$ cat config.mk
export PLATFORM = sky130hd
export DESIGN_NAME = sps_param_bank
export DESIGN_NICKNAME = d
export VERILOG_FILES = /design/src/design/sps_pkg.sv /design/src/design/sps_cfg_mem.sv /design/src/design/sps_param_bank.sv
export SDC_FILE = /design/constraint.sdc
export NUM_CORES = 2
export LEC_CHECK = 0
export ABC_AREA = 0
export BUFFER_PORTS_ARGS = -buffer_cell sky130_fd_sc_hd__buf_2
export CAP_MARGIN = 20
export CORE_MARGIN = 1.5
export CORE_UTILIZATION = 26
export CTS_BUF_LIST = sky130_fd_sc_hd__clkbuf_8
export DETAILED_ROUTE_END_ITERATION = 10
export PLACE_DENSITY_LB_ADDON = 0.08
export SETUP_SLACK_MARGIN = 0.05
export SYNTH_ARGS = -nofsm -noshare
export SYNTH_HDL_FRONTEND = slang
export SYNTH_SLANG_ARGS = --single-unit
$ cat constraint.sdc
create_clock -name mclk_i -period 40.3 [get_ports mclk_i]
set_input_delay 12.09 -clock mclk_i [delete_from_list [all_inputs] [get_ports mclk_i]]
set_output_delay 12.09 -clock mclk_i [all_outputs]
set_load 0.03 [all_outputs]
$ cat src/design/sps_pkg.sv
// shared constants and types for the sensor parameter structure bank
package sps_pkg;
    // clock rate and rate-switch settling time
    localparam int CLK_MHZ = 125;
    localparam int RATE_SETTLE_NS = 2000;
    localparam int RATE_SETTLE_CYC = (RATE_SETTLE_NS * CLK_MHZ + 999) / 1000;
    // bus byte addresses of the two structures and the type selector
    localparam logic [7:0] INFO_BASE = 8'h00;
    localparam logic [7:0] CFG_BASE = 8'h40;
    localparam logic [7:0] SEL_ADDR = 8'h80;
    // information structure word indices (byte address = base + 4 * index)
    localparam logic [3:0] IX_TYPE = 4'h0;
    localparam logic [3:0] IX_DRV = 4'h1;
    localparam logic [3:0] IX_REV = 4'h2;
    localparam logic [3:0] IX_PWR = 4'h3;
    localparam logic [3:0] IX_MAXRNG = 4'h4;
    localparam logic [3:0] IX_RES = 4'h6;
    localparam logic [3:0] IX_MAXRATE = 4'h8;
    localparam logic [3:0] IX_FRES = 4'ha;
    localparam logic [3:0] IX_FMAX = 4'hc;
    localparam logic [3:0] IX_EVT = 4'he;
    localparam logic [3:0] IX_MINRATE = 4'hf;
    // configuration structure word indices
    localparam logic [3:0] CX_RATE = 4'h0;
    localparam logic [3:0] CX_LAT = 4'h2;
    localparam logic [3:0] CX_SENS = 4'h4;
    localparam logic [3:0] CX_RANGE = 4'h6;
    // field positions inside one stored configuration entry
    localparam int F_RATE = 0;
    localparam int F_LAT = 16;
    localparam int F_SENS = 32;
    localparam int F_RNG = 48;
    // type id layout
    localparam logic [7:0] NONWAKE_MARK = 8'h10;
    localparam logic [7:0] WAKE_LIMIT = 8'h20;
    localparam logic [4:0] T_ACC = 5'h01;
    localparam logic [4:0] T_MAG = 5'h02;
    localparam logic [4:0] T_GYR = 5'h04;
    localparam logic [4:0] T_GRAV = 5'h09;
    localparam logic [4:0] T_LIN = 5'h0a;
    localparam logic [4:0] T_MAGU = 5'h0e;
    localparam logic [4:0] T_GYRU = 5'h10;
    // 14 range-request slots: 7 virtual sensors, non-wakeup then wakeup
    localparam int NSLOT = 14;
    localparam logic [3:0] WAKE_SLOT_OFS = 4'h7;
    localparam logic [13:0][1:0] SLOT_GRP = {
        2'h2, 2'h2, 2'h1, 2'h1, 2'h0, 2'h0, 2'h0,
        2'h2, 2'h2, 2'h1, 2'h1, 2'h0, 2'h0, 2'h0};
    // per physical sensor tables, index 0 accel, 1 gyro, 2 magnetometer
    localparam logic [2:0][15:0] MAX_RNG = {16'h0af0, 16'h0023, 16'h009d};
    localparam logic [2:0][15:0] DEF_RNG = {16'h04b0, 16'h07d0, 16'h0004};
    localparam logic [2:0][15:0] RES_BITS = {16'h0010, 16'h0010, 16'h0010};
    localparam logic [2:0][15:0] MAX_RATE = {16'h0064, 16'h00c8, 16'h00c8};
    localparam logic [2:0][7:0] MIN_RATE = {8'h01, 8'h01, 8'h01};
    localparam logic [2:0][7:0] PWR_TENTH_MA = {8'h02, 8'h09, 8'h02};
    localparam logic [7:0] DRV_ID = 8'h5a;  // arbitrary value
    localparam logic [7:0] DRV_REV = 8'h01;  // arbitrary value
    localparam logic [7:0] EVT_BYTES = 8'h08;
    // bus data-phase sequencer
    typedef enum logic [2:0] {
        ST_IDLE = 3'b000,
        ST_W1 = 3'b001,
        ST_WD = 3'b010,
        ST_R1 = 3'b011,
        ST_R2 = 3'b100,
        ST_RD = 3'b101
    } sps_state_e;
endpackage

$ cat src/design/sps_cfg_mem.sv
// per-type configuration store with 16-bit lane writes and registered read
`timescale 1ns/10ps
module sps_cfg_mem #(
    parameter int AW = 6,
    parameter int LANES = 4
) (
    input wire logic mclk_i,
    input wire logic nrst_i,
    input wire logic ce_i,
    input wire logic [LANES-1:0] we_i,
    input wire logic [AW-1:0] waddr_i,
    input wire logic [16*LANES-1:0] wdata_i,
    input wire logic [AW-1:0] raddr_i,
    output logic [16*LANES-1:0] rdata_o
);
    logic [16*LANES-1:0] mem_r [2**AW];

    ////////////////////////////////////////////////////////////////////
    // lane writes, entries start undefined until software writes them
    always_ff @(posedge mclk_i) begin
        for (int l = 0; l < LANES; l++) begin
            if (ce_i && we_i[l]) begin
                mem_r[waddr_i][16*l +: 16] <= wdata_i[16*l +: 16];
            end
        end
    end

    // registered read port
    always_ff @(posedge mclk_i or negedge nrst_i) begin
        if (!nrst_i) begin
            rdata_o <= '0;
        end else if (ce_i) begin
            rdata_o <= mem_r[raddr_i];
        end
    end
endmodule

$ cat src/design/sps_param_bank.sv
// sensor information and configuration structures behind an ahb-lite slave
//
// Overview of operation
// [RULE1] unsupported sensor type reads zero in every information field
// [RULE2] max range is a fixed rounded-up integer for the top range setting
// [RULE3] resolution is reported as a bit count
// [RULE4] byte 0 echoes requested type, bit 4 set for non-wakeup types
// [RULE5] reserved-fifo field is reserved bytes divided by packet size
// [RULE6] max-fifo field is total fifo bytes divided by packet size
// [RULE7] event size is whole packet length including the type byte
// [RULE8] sample rate takes requested hertz, reads back actual rate
// [RULE9] zero latency means no batching; nonzero latency needs nonzero rate
// [RULE10] rate switches after a short delay, actual within 90% to 210%
// [RULE11] host waits for rate-changed event to know switch completed
// [RULE12] latency write applies at once and updates the running timer
// [RULE13] latency written to zero from nonzero acts as a flush request
// [RULE14] range writes steer the physical sensor; zero asks for default
// [RULE15] output scale follows range, data width and signedness
// [RULE16] shared physical sensor uses largest nonzero requested range
// [RULE17] accel/gravity/linear, gyro pair and magnetometer pair share sensors
// [RULE18] host watches range-changed event when changing an enabled sensor
// [RULE19] ranges are in earth gravities and degrees per second
// [RULE20] change sensitivity uses the same scaling as the data value
//
// Design decision made here: register access over AHB-Lite.
`timescale 1ns/10ps
module sps_param_bank
    import sps_pkg::*;
#(
    parameter int FIFO_BYTES = 2048,
    parameter int FIFO_RES_BYTES = 512
) (
    input wire logic mclk_i,
    input wire logic nrst_i,
    input wire logic ce_i,
    input wire logic hsel_i,
    input wire logic [31:0] haddr_i,
    input wire logic [1:0] htrans_i,
    input wire logic hwrite_i,
    input wire logic [2:0] hsize_i,
    input wire logic [31:0] hwdata_i,
    input wire logic hready_i,
    output logic [31:0] hrdata_o,
    output logic hreadyout_o,
    output logic hresp_o,
    output logic flush_o,
    output logic [7:0] flush_type_o,
    output logic lat_upd_o,
    output logic [7:0] lat_type_o,
    output logic [15:0] lat_ms_o,
    output logic rate_chg_o,
    output logic [7:0] rate_type_o,
    output logic [15:0] rate_hz_o,
    output logic range_chg_o,
    output logic [15:0] acc_range_o,
    output logic [15:0] gyr_range_o,
    output logic [15:0] mag_range_o
);
    localparam logic [15:0] FRES_PKTS = 16'(FIFO_RES_BYTES / int'(EVT_BYTES));
    localparam logic [15:0] FMAX_PKTS = 16'(FIFO_BYTES / int'(EVT_BYTES));
    localparam int CW = $clog2(RATE_SETTLE_CYC + 1);
    localparam logic [CW-1:0] SETTLE_LAST = CW'(RATE_SETTLE_CYC - 1);

    if (FIFO_BYTES / int'(EVT_BYTES) > 65535 || FIFO_RES_BYTES > FIFO_BYTES) begin : g_chk
        $error("fifo sizes do not fit the 16-bit packet count fields");
    end

    sps_state_e st_r;
    logic [7:0] addr_r;
    logic hit_r;
    logic [7:0] sel_r;
    logic [63:0] cfg_q;
    logic [3:0] mem_we;
    logic [15:0] wd16;
    logic [15:0] rng_r [NSLOT];
    logic [2:0][15:0] phys_r;
    logic [2:0][15:0] phys_nxt;
    logic pend_r;
    logic [7:0] pend_type_r;
    logic [15:0] pend_old_r;
    logic [15:0] pend_req_r;
    logic [CW-1:0] pend_cnt_r;
    logic [31:0] hrdata_r;
    logic [31:0] rd_val;
    logic acc;
    logic wr_go;
    logic wr_cfg;
    logic [3:0] ix;
    logic [6:0] sel_slot;
    logic sel_ok;
    logic [1:0] sel_grp;
    logic [3:0] sel_sidx;
    logic [15:0] rate_rb;
    logic [15:0] lat_rb;
    logic [15:0] rng_rb;

    ////////////////////////////////////////////////////////////////////
    // helpers: sharing map and the rate picker

    // {supported, group, slot}; types sharing one physical sensor map to one group
    function automatic logic [6:0] slot_of(input logic [7:0] t);
        logic [3:0] ofs;
        logic [6:0] s;
        ofs = t[5] ? WAKE_SLOT_OFS : 4'h0;
        s = 7'h00;
        if (t[7:6] == 2'b00) begin
            unique case (t[4:0])  // RULE17
                T_ACC: s = {1'b1, 2'h0, 4'h0 + ofs};
                T_GRAV: s = {1'b1, 2'h0, 4'h1 + ofs};
                T_LIN: s = {1'b1, 2'h0, 4'h2 + ofs};
                T_GYR: s = {1'b1, 2'h1, 4'h3 + ofs};
                T_GYRU: s = {1'b1, 2'h1, 4'h4 + ofs};
                T_MAG: s = {1'b1, 2'h2, 4'h5 + ofs};
                T_MAGU: s = {1'b1, 2'h2, 4'h6 + ofs};
                default: s = 7'h00;
            endcase
        end
        return s;
    endfunction

    // smallest power of two not below the request, or the request itself if zero or above 32768: 100% to 200% of it
    function automatic logic [15:0] pick_rate(input logic [15:0] r);
        logic [15:0] p;
        p = 16'h0001;
        for (int i = 0; i < 15; i++) begin
            if (p < r) begin
                p = p << 1;
            end
        end
        if (p < r || r == 16'h0000) begin
            p = r;
        end
        return p;
    endfunction

    assign sel_slot = slot_of(sel_r);
    assign sel_ok = sel_slot[6];
    assign sel_grp = sel_slot[5:4];
    assign sel_sidx = sel_slot[3:0];

    ////////////////////////////////////////////////////////////////////
    // ahb-lite slave: reads take two wait states, writes one

    assign acc = hsel_i && hready_i && htrans_i[1];
    assign hreadyout_o = (st_r == ST_IDLE) || (st_r == ST_WD) || (st_r == ST_RD);
    assign hresp_o = 1'b0;
    assign hrdata_o = hrdata_r;
    assign ix = addr_r[5:2];
    assign wr_go = ce_i && (st_r == ST_WD) && hit_r;
    assign wr_cfg = wr_go && (addr_r[7:6] == CFG_BASE[7:6]);
    assign wd16 = hwdata_i[15:0];

    // data-phase sequencer
    always_ff @(posedge mclk_i or negedge nrst_i) begin
        if (!nrst_i) begin
            st_r <= ST_IDLE;
        end else if (ce_i) begin
            unique case (st_r)
                ST_W1: st_r <= ST_WD;
                ST_R1: st_r <= ST_R2;
                ST_R2: st_r <= ST_RD;
                ST_IDLE, ST_WD, ST_RD: st_r <= acc ? (hwrite_i ? ST_W1 : ST_R1) : ST_IDLE;
                default: st_r <= ST_IDLE;
            endcase
        end
    end

    // address phase capture; unmapped or non-word accesses are not hits
    always_ff @(posedge mclk_i or negedge nrst_i) begin
        if (!nrst_i) begin
            addr_r <= 8'h00;
            hit_r <= 1'b0;
        end else if (ce_i && acc) begin
            addr_r <= haddr_i[7:0];
            hit_r <= (haddr_i[31:8] == 24'h000000) && (hsize_i == 3'b010)
                && (haddr_i[7:0] <= SEL_ADDR);
        end
    end

    // type selector
    always_ff @(posedge mclk_i or negedge nrst_i) begin
        if (!nrst_i) begin
            sel_r <= 8'h00;
        end else if (wr_go && addr_r == SEL_ADDR) begin
            sel_r <= hwdata_i[7:0];
        end
    end

    ////////////////////////////////////////////////////////////////////
    // configuration store, one entry per low six bits of the type id

    always_comb begin
        mem_we = 4'h0;
        if (wr_cfg) begin
            unique case (ix)
                CX_RATE: mem_we = 4'b0001;  // RULE8
                CX_LAT: mem_we = 4'b0010;  // RULE12
                CX_SENS: mem_we = 4'b0100;  // RULE20
                CX_RANGE: mem_we = 4'b1000;  // RULE19
                default: mem_we = 4'h0;
            endcase
        end
    end

    sps_cfg_mem #(
        .AW(6),
        .LANES(4)
    ) u_mem (
        .mclk_i(mclk_i),
        .nrst_i(nrst_i),
        .ce_i(ce_i),
        .we_i(mem_we),
        .waddr_i(sel_r[5:0]),
        .wdata_i({4{wd16}}),
        .raddr_i(sel_r[5:0]),
        .rdata_o(cfg_q)
    );

    ////////////////////////////////////////////////////////////////////
    // readback values that differ from what was written

    always_comb begin
        rate_rb = pick_rate(cfg_q[F_RATE +: 16]);  // RULE8
        if (pend_r && pend_type_r == sel_r) begin
            rate_rb = pend_old_r;  // RULE10
        end
        lat_rb = (cfg_q[F_RATE +: 16] == 16'h0000) ? 16'h0000 : cfg_q[F_LAT +: 16];  // RULE9
        rng_rb = sel_ok ? phys_r[sel_grp] : cfg_q[F_RNG +: 16];
    end

    // read data mux
    always_comb begin
        rd_val = 32'h00000000;
        if (addr_r == SEL_ADDR) begin
            rd_val = {24'h000000, sel_r};
        end else if (addr_r[7:6] == CFG_BASE[7:6]) begin
            unique case (ix)
                CX_RATE: rd_val = {16'h0000, rate_rb};
                CX_LAT: rd_val = {16'h0000, lat_rb};
                CX_SENS: rd_val = {16'h0000, cfg_q[F_SENS +: 16]};
                CX_RANGE: rd_val = {16'h0000, rng_rb};
                default: rd_val = 32'h00000000;
            endcase
        end else if (addr_r[7:6] == INFO_BASE[7:6] && sel_ok) begin  // RULE1
            unique case (ix)
                IX_TYPE: rd_val = {24'h000000,
                    (sel_r < WAKE_LIMIT) ? (sel_r | NONWAKE_MARK) : sel_r};  // RULE4
                IX_DRV: rd_val = {24'h000000, DRV_ID};
                IX_REV: rd_val = {24'h000000, DRV_REV};
                IX_PWR: rd_val = {24'h000000, PWR_TENTH_MA[sel_grp]};
                IX_MAXRNG: rd_val = {16'h0000, MAX_RNG[sel_grp]};  // RULE2
                IX_RES: rd_val = {16'h0000, RES_BITS[sel_grp]};  // RULE3
                IX_MAXRATE: rd_val = {16'h0000, MAX_RATE[sel_grp]};
                IX_FRES: rd_val = {16'h0000, FRES_PKTS};  // RULE5
                IX_FMAX: rd_val = {16'h0000, FMAX_PKTS};  // RULE6
                IX_EVT: rd_val = {24'h000000, EVT_BYTES};  // RULE7
                IX_MINRATE: rd_val = {24'h000000, MIN_RATE[sel_grp]};
                default: rd_val = 32'h00000000;
            endcase
        end
    end

    // read data register, loaded on the last wait cycle
    always_ff @(posedge mclk_i or negedge nrst_i) begin
        if (!nrst_i) begin
            hrdata_r <= 32'h00000000;
        end else if (ce_i && st_r == ST_R2) begin
            hrdata_r <= hit_r ? rd_val : 32'h00000000;
        end
    end

    ////////////////////////////////////////////////////////////////////
    // sample rate switch: old rate stands until the settle count runs out

    always_ff @(posedge mclk_i or negedge nrst_i) begin
        if (!nrst_i) begin
            pend_r <= 1'b0;
            pend_type_r <= 8'h00;
            pend_old_r <= 16'h0000;
            pend_req_r <= 16'h0000;
            pend_cnt_r <= '0;
            rate_chg_o <= 1'b0;
            rate_type_o <= 8'h00;
            rate_hz_o <= 16'h0000;
        end else if (ce_i) begin
            rate_chg_o <= 1'b0;
            if (mem_we[0]) begin
                pend_r <= 1'b1;  // RULE10
                pend_type_r <= sel_r;
                pend_old_r <= rate_rb;
                pend_req_r <= wd16;
                pend_cnt_r <= SETTLE_LAST;
            end else if (pend_r) begin
                if (pend_cnt_r == '0) begin
                    pend_r <= 1'b0;
                    rate_chg_o <= 1'b1;  // RULE10
                    rate_type_o <= pend_type_r;
                    rate_hz_o <= pick_rate(pend_req_r);
                end else begin
                    pend_cnt_r <= pend_cnt_r - 1'b1;
                end
            end
        end
    end

    ////////////////////////////////////////////////////////////////////
    // batching latency: immediate timer update, flush on nonzero to zero

    always_ff @(posedge mclk_i or negedge nrst_i) begin
        if (!nrst_i) begin
            lat_upd_o <= 1'b0;
            lat_type_o <= 8'h00;
            lat_ms_o <= 16'h0000;
            flush_o <= 1'b0;
            flush_type_o <= 8'h00;
        end else if (ce_i) begin
            lat_upd_o <= mem_we[1];  // RULE12
            flush_o <= mem_we[1] && wd16 == 16'h0000
                && cfg_q[F_LAT +: 16] != 16'h0000;  // RULE13
            if (mem_we[1]) begin
                lat_type_o <= sel_r;
                flush_type_o <= sel_r;
                lat_ms_o <= (cfg_q[F_RATE +: 16] == 16'h0000) ? 16'h0000 : wd16;  // RULE9
            end
        end
    end

    ////////////////////////////////////////////////////////////////////
    // dynamic range: per virtual sensor requests, largest nonzero wins

    always_ff @(posedge mclk_i or negedge nrst_i) begin
        if (!nrst_i) begin
            for (int s = 0; s < NSLOT; s++) begin
                rng_r[s] <= 16'h0000;
            end
        end else if (mem_we[3] && sel_ok) begin
            rng_r[sel_sidx] <= wd16;  // RULE14
        end
    end

    // choose the physical range of each group
    always_comb begin
        phys_nxt = '0;
        for (int s = 0; s < NSLOT; s++) begin
            if (rng_r[s] > phys_nxt[SLOT_GRP[s]]) begin
                phys_nxt[SLOT_GRP[s]] = rng_r[s];  // RULE16
            end
        end
        for (int g = 0; g < 3; g++) begin
            if (phys_nxt[g] == 16'h0000) begin
                phys_nxt[g] = DEF_RNG[g];  // RULE14
            end
        end
    end

    // data consumers rescale by range over 2^(bits-1) whenever this changes
    always_ff @(posedge mclk_i or negedge nrst_i) begin
        if (!nrst_i) begin
            phys_r <= DEF_RNG;
            range_chg_o <= 1'b0;
        end else if (ce_i) begin
            phys_r <= phys_nxt;
            range_chg_o <= (phys_nxt != phys_r);  // RULE15
        end
    end

    assign acc_range_o = phys_r[0];
    assign gyr_range_o = phys_r[1];
    assign mag_range_o = phys_r[2];
endmodule

# Word level (Yosys, flattened, before mapping)
# Memory sizes are Yosys's and may differ from the RTL's. A register that Yosys moved wholly into a read port is not among the register bits.
# Index checks and enable logic that the tools add are counted.
# W data, S select, Z words.
[op_classes]
addsub = 7
n_mul = 0
n_div = 0
order_cmp = 51
n_eq_ne = 28
shifts = 0
mux = 160
n_bitwise = 2
reduce_logical = 44
[ops]
columns = ["cell", "count"]
rows = [
  ["$mux W16", 110],
  ["$lt A16 B16 Y1", 30],
  ["$bwmux W224", 1],
  ["$gt A16 B16 Y1", 11],
  ["$pmux W16 S11", 1],
  ["$bmux W16 S2", 4],
  ["$logic_not A16 Y1", 6],
  ["$mux W32", 3],
  ["$demux W16 S4", 1],
  ["$pmux W16 S4", 1],
  ["$pmux W7 S7", 1],
  ["$gt A16 B1 Y1 const B", 3],
  ["$mux W8", 6],
  ["$ne A48 B48 Y1", 1],
  ["$bmux W8 S2", 2],
  ["$lt A1 B16 Y1 const A", 2],
  ["$logic_not A24 Y1", 1],
  ["$eq A4 B4 Y1 const B", 5],
  ["$logic_and A1 B1 Y1", 20],
  ["$pmux W4 S4", 1],
  ["$reduce_bool A16 Y1", 1],
  ["$eq A5 B4 Y1 const B", 3],
  ["$mux W1", 14],
  ["$mux W7", 2],
  ["43 further kinds", 62],
]
[word_totals]
ff_bits = 425
latchBits = 0
ram_bits = 4096
mem_bits_ro = 0
in_bits = 75
output_inout_bits = 142
word_cells = 328
memories = 1
[mem_list]
columns = ["name", "depth", "width", "read_ports", "rd_ports_with_merged_regs", "wr", "line_no", "rtl"]
rows = [
  ["u_mem.mem_r", 64, 64, 1, 1, 1, "sps_cfg_mem.sv:16", "logic [16*LANES-1:0] mem_r [2**AW];"],
]

# Depth between registers and ports, before layout
[depth]
depth_word = 94
depth_mapped = 158
ltp_nobuf = 144

# By module
# From an unflattened synthesis, not the netlist that was laid out.
[hier_totals]
cells_unflattened = 12249
hier_area_um2 = 196380.8
[by_module_without_submodules]
columns = ["module", "n_inst", "cells_per_inst", "area_each_um2", "seq_area_each_um2"]
rows = [
  ["sps_cfg_mem", 1, 7879, 159097.6, 124599.5],
  ["sps_param_bank", 1, 4370, 37283.3, 10248.6],
]

# Least setup slack after synthesis
# OpenSTA, ideal clock, no wires.
[synth_timing]
path_kind = "register -> register"
from = "register u_mem.rdata_o[14] (read register of u_mem.mem_r)"
to = "register hrdata_r[6], in the netlist hrdata_o[6]"
setup_time_ns = 0.103
arrival_time_ns = 29.827
required_ns = 40.197
path_slack_ns = 10.370
path_stages_with_launch = 151
n_path_buf = 14
synth_period_minus_slack_ns = 29.930
cell_sequence = "dfrtp_1 or4_1 buf_4 nor4_4 nand4_1 nor2_1 inv_1 ha_1 ha_1 nor2_1 or3_1 o31ai_1 nand2_1 ha_1 or2_1 a311o_1 clkbuf_1 o2111a_1 (+115 left out) buf_2 inv_1 buf_1 nand2_1 a221oi_1 a311oi_1 ha_1 a21o_1 a21o_1 a21oi_1 or3_1 o211ai_1 nor3_1 nor2_4 nand2_1 nor3_1 a211o_1 o41ai_2"
[synth_between]
elab_chain_len = 38
elab_cells_between_ends = 40
cone_classes = "order compare: 16; mux: 22; reduce/logical: 2"
[synth_lines]
columns = ["element", "line_no", "rtl"]
rows = [
  ["start: declaration", "sps_cfg_mem.sv:14", "output logic [16*LANES-1:0] rdata_o"],
  ["$lt A1 B16 Y1", "sps_param_bank.sv:126", "if (p < r) begin"],
  ["$mux W2", "sps_param_bank.sv:126", ""],
  ["$lt A16 B16 Y1", "sps_param_bank.sv:126", ""],
  ["$mux W3", "sps_param_bank.sv:126", ""],
  ["$lt A16 B16 Y1", "sps_param_bank.sv:126", ""],
  ["$mux W4", "sps_param_bank.sv:126", ""],
  ["$lt A16 B16 Y1", "sps_param_bank.sv:126", ""],
  ["$mux W5", "sps_param_bank.sv:126", ""],
  ["(+22 left out)", "-", ""],
  ["$lt A16 B16 Y1", "sps_param_bank.sv:130", "if (p < r || r == 16'h0000) begin"],
  ["$logic_or A1 B1 Y1", "sps_param_bank.sv:130", ""],
  ["$mux W16", "sps_param_bank.sv:130", ""],
  ["$mux W16", "sps_param_bank.sv:224", "if (pend_r && pend_type_r == sel_r) begin"],
  ["$pmux W16 S4 *", "sps_param_bank.sv:237", "unique case (ix)"],
  ["$mux W32 *", "sps_param_bank.sv:236", "end else if (addr_r[7:6] == CFG_BASE[7:6]) begin"],
  ["$mux W32 *", "sps_param_bank.sv:234", "if (addr_r == SEL_ADDR) begin"],
  ["$mux W32 *", "sps_param_bank.sv:268", "hrdata_r <= hit_r ? rd_val : 32'h00000000;"],
  ["end signal: assignment", "sps_param_bank.sv:268", ""],
  ["end: declaration", "sps_param_bank.sv:83", "logic [31:0] hrdata_r;"],
]
# Every way passes the cells marked *; elsewhere a longest branch is shown, timed or not.
# A chain may end at the register's enable or synchronous reset.

# Worst setup path in the final report
[layout_timing]
from = "register u_mem.rdata_o[13] (read register of u_mem.mem_r)"
to = "register hrdata_r[6], in the netlist hrdata_o[6]"
# The elaborated chain is that of the path after synthesis.

==> results.cfg <==
[run_status]
status = finished with violations
violations = slew limit

[drt]
detail-route-antenna-nets = 0
drt-total-wl_um = 806900
drt-pass1-iter-count = 9
drc = 0
drt_iter0_markers = 12430
wl_per_cell_um = 33.97
vias = 124700
via_per_inst = 5.249

[critical_path]
crit_slowest_cell = or4_1
rr_startpoint = u_mem.rdata_o[13]
cp.arrival_ps = 38850
startpoint_type = flip-flop
critPathMostFrequentCell = ha_1
crit_path_end_kind = flip-flop
reg2reg_slack_ps = 2700
reg2reg_to = hrdata_o[6]
critPathBufInv = 13
crit_family = compound AO/OA/AOI/OAI gates
critical_path_class = flip-flop to flip-flop
r2r_cells = 136
path_max_fanout = 26
cp_slowest_stage_delay_ps = 900
crit_required_ps = 41550

[place]
dp.final_hpwl_um = 505600
placed_cells = 22240
dp_slack_ps = 2631
portBuffers = 182
finalWeightedCongestion = 0.8287

[cells_and_area]
nets = 13950
final_common_cell = edfxtp_1
mostFrequentLayoutCells = edfxtp_1, a22oi_1, clkbuf_8, buf_4, nand2_1
finalNonFillerCells = 23750
drive_above_1_share_pct = 19.66
fillers = 72210
syn_to_final_growth_pct = 16.58

[global_route]
gr-total-overflow = 0
grt_pass1_wl_um = 1091000
grt_pass1_vias = 125400
grt_usage_pct = 21.14
grt_max_degree = 150
grt_antenna_before_repair = 82

[sta]
layout_setup_ws_ps = 2698
period_minus_slack_ps = 37600
finClkSkew_ps = 120.2
slew_violations = 88
finalSetupViolations = 0
hold_viol_final = 0
fmaxAchievable_mhz = 26.59
holdWs_ps = 475.1
fin_crit_sh_pct = 93.31
worst_pin_slew_ps = 1666
setup_tns_ps = 0
relSlewSlack_pct = -11.03
grt_setup_unrepaired = no

[yosys]
ys_ff_latch = 4569
avgSynthCellArea_um2 = 15.04
ys_seq_area_share_pct = 71.12
ys_warn_count = 0
synthesis.instances = 12610
synth_edf_count = 4096
synth_area_um2 = 189600
yosysUniqueCellTypes = 126
synthArstFlopShare_pct = 10.35
synthFlopType = edfxtp_1

[power_and_ir_drop]
ir_drop_mv = 0.03802
power_density_nw_per_um2 = 42.85
power_leakage_nw = 75.34
p_total_mw = 9.473

[die]
die_area_um2 = 734400
pin_count = 217
core_area_um2 = 726500
start_util_pct = 26.10
fp.dieH_um = 857.0
die_w_um = 857.0
fp-row-count = 313

[clock_network]
cts_sinks = 4569
cts_htree_levels = 6
cts_made_buffers = 813
cts_root_buf = clkbuf_8
cts_tree = done
clkTransAtPathRegs_ps = 60
cts_buffer_depth = 4
clock_latency_ps = 1370

[min_path]
holdPathEnd = lat_ms_o[0]
hp-start = lat_ms_o[0]
hold_class = flip-flop to flip-flop
whs_path_depth = 2

[job]
max_cap_viol_count = 0
[worst max path at each step]
stage | end | from | slack (ps) | cells after the start
CTS | hrdata_o[6] | u_mem.rdata_o[13] | 2530 | 135
detailed placement | hrdata_o[6] | u_mem.rdata_o[13] | 2630 | 134
finish | hrdata_o[6] | u_mem.rdata_o[13] | 2700 | 136
floorplan | hrdata_o[6] | u_mem.rdata_o[14] | 10370 | 150
global route | hrdata_o[6] | u_mem.rdata_o[13] | 90 | 133
global placement | hrdata_o[6] | u_mem.rdata_o[13] | 2040 | 137
[synthesized netlist by cell type (33+ instances only)]
cell	n	area, µm²
nand4_1	229	1433
and2_1	36	225.2
nor3_1	114	570.6
nor4_1	86	538.0
xnor2_1	36	315.3
dfrtp_1	462	11560
a211oi_1	59	442.9
o22ai_1	41	256.5
mux2i_1	207	2072
ha_1	426	5330
clkbuf_1	604	2267
buf_1	164	615.6
inv_1	227	852.1
a22oi_1	1029	7725
a31oi_1	289	1808
nor2_1	793	2977
mux2_2	439	4943
a221oi_1	496	4344
o21ai_0	369	1847
a21oi_1	417	2087
a221o_1	43	430.4
nand3_1	115	575.6
edfxtp_1	4096	123000
a21o_1	145	1089
o31ai_1	34	255.2
nand2_1	554	2079
o221ai_1	42	367.9
o211ai_1	71	533.0
a22o_1	306	2680
nor2b_1	33	206.5
o21a_1	48	360.4
[worst min-delay path, stage by stage, from the launching register on]
cell and delay (ps):
dfrtp_1 340, nand2_1 50, o21ai_0 60
[kinds of logic (layout without fill, tap and decap cells)]
logic type	after synthesis	in the layout	synth area share, %
flip-flops	4569	4569	71.12
AO/OA/AOI/OAI	3648	3648	14.14
AND/OR/NAND/NOR	2168	2168	5.367
buffers and inverters	1046	2533	2.146
multiplexers	681	681	4.103
adder cells (fa/ha/maj)	426	426	2.811
XOR/XNOR	68	68	0.3141
other	1	51	0.001978
[through the flow]
step / cell area, µm² / utilization [%]
after floorplan: 189700 / -
after global placement: 205800 / 28.33
after detailed placement: 206000 / 28.35
after CTS: 220900 / 30.40
after global routing: 221000 / 30.42
final: 221100 / 30.43
[layout make-up]
class | instances | area (µm²) | area share, %
antenna | 34 | 85.08 | 0.03849
clock buffer | 850 | 11700 | 5.292
clock inverter | 622 | 3198 | 1.447
inverter | 232 | 879.6 | 0.3979
multi-input combinational | 7008 | 51950 | 23.50
sequential | 4569 | 134900 | 61.01
tap | 9607 | 12020 | 5.438
timing repair buffer | 829 | 6361 | 2.878
[where the power goes]
part / leakage (nW) / switching [mW] / internal, mW / total, mW
registers: 43.0 / 0.0219 / 5.17 / 5.19
clock network: 8.73 / 2.04 / 2.03 / 4.07
logic: 23.6 / 0.174 / 0.0393 / 0.214
[state kept, by name, indices dropped and copies added (netlist names), 16 cells and up]
signal and cells:
acc_range_o 16, gyr_range_o 16, hrdata_o 16, lat_ms_o 16
mag_range_o 16, pend_old_r 16, pend_req_r 16, rate_hz_o 16
rng_r 224, u_mem.mem_r 4096, u_mem.rdata_o 64
[layer usage]
layer	part of all wire, %	global-route usage, %
met2	47	34.85
met1	45	29.36
met4	2.6	5.213
met3	5.8	3.010
met5	0.0046	0
[repair_timing]
| item | 4_1_cts | 5_1_grt |
|---|---|---|
| endpoints found under the setup margin | 0 | 23 |
| setup buffers | 0 | 0 |
| resized for setup | 0 | 4 |
| hold buffers | 0 | 0 |
Power figures use the tool's default switching activity.
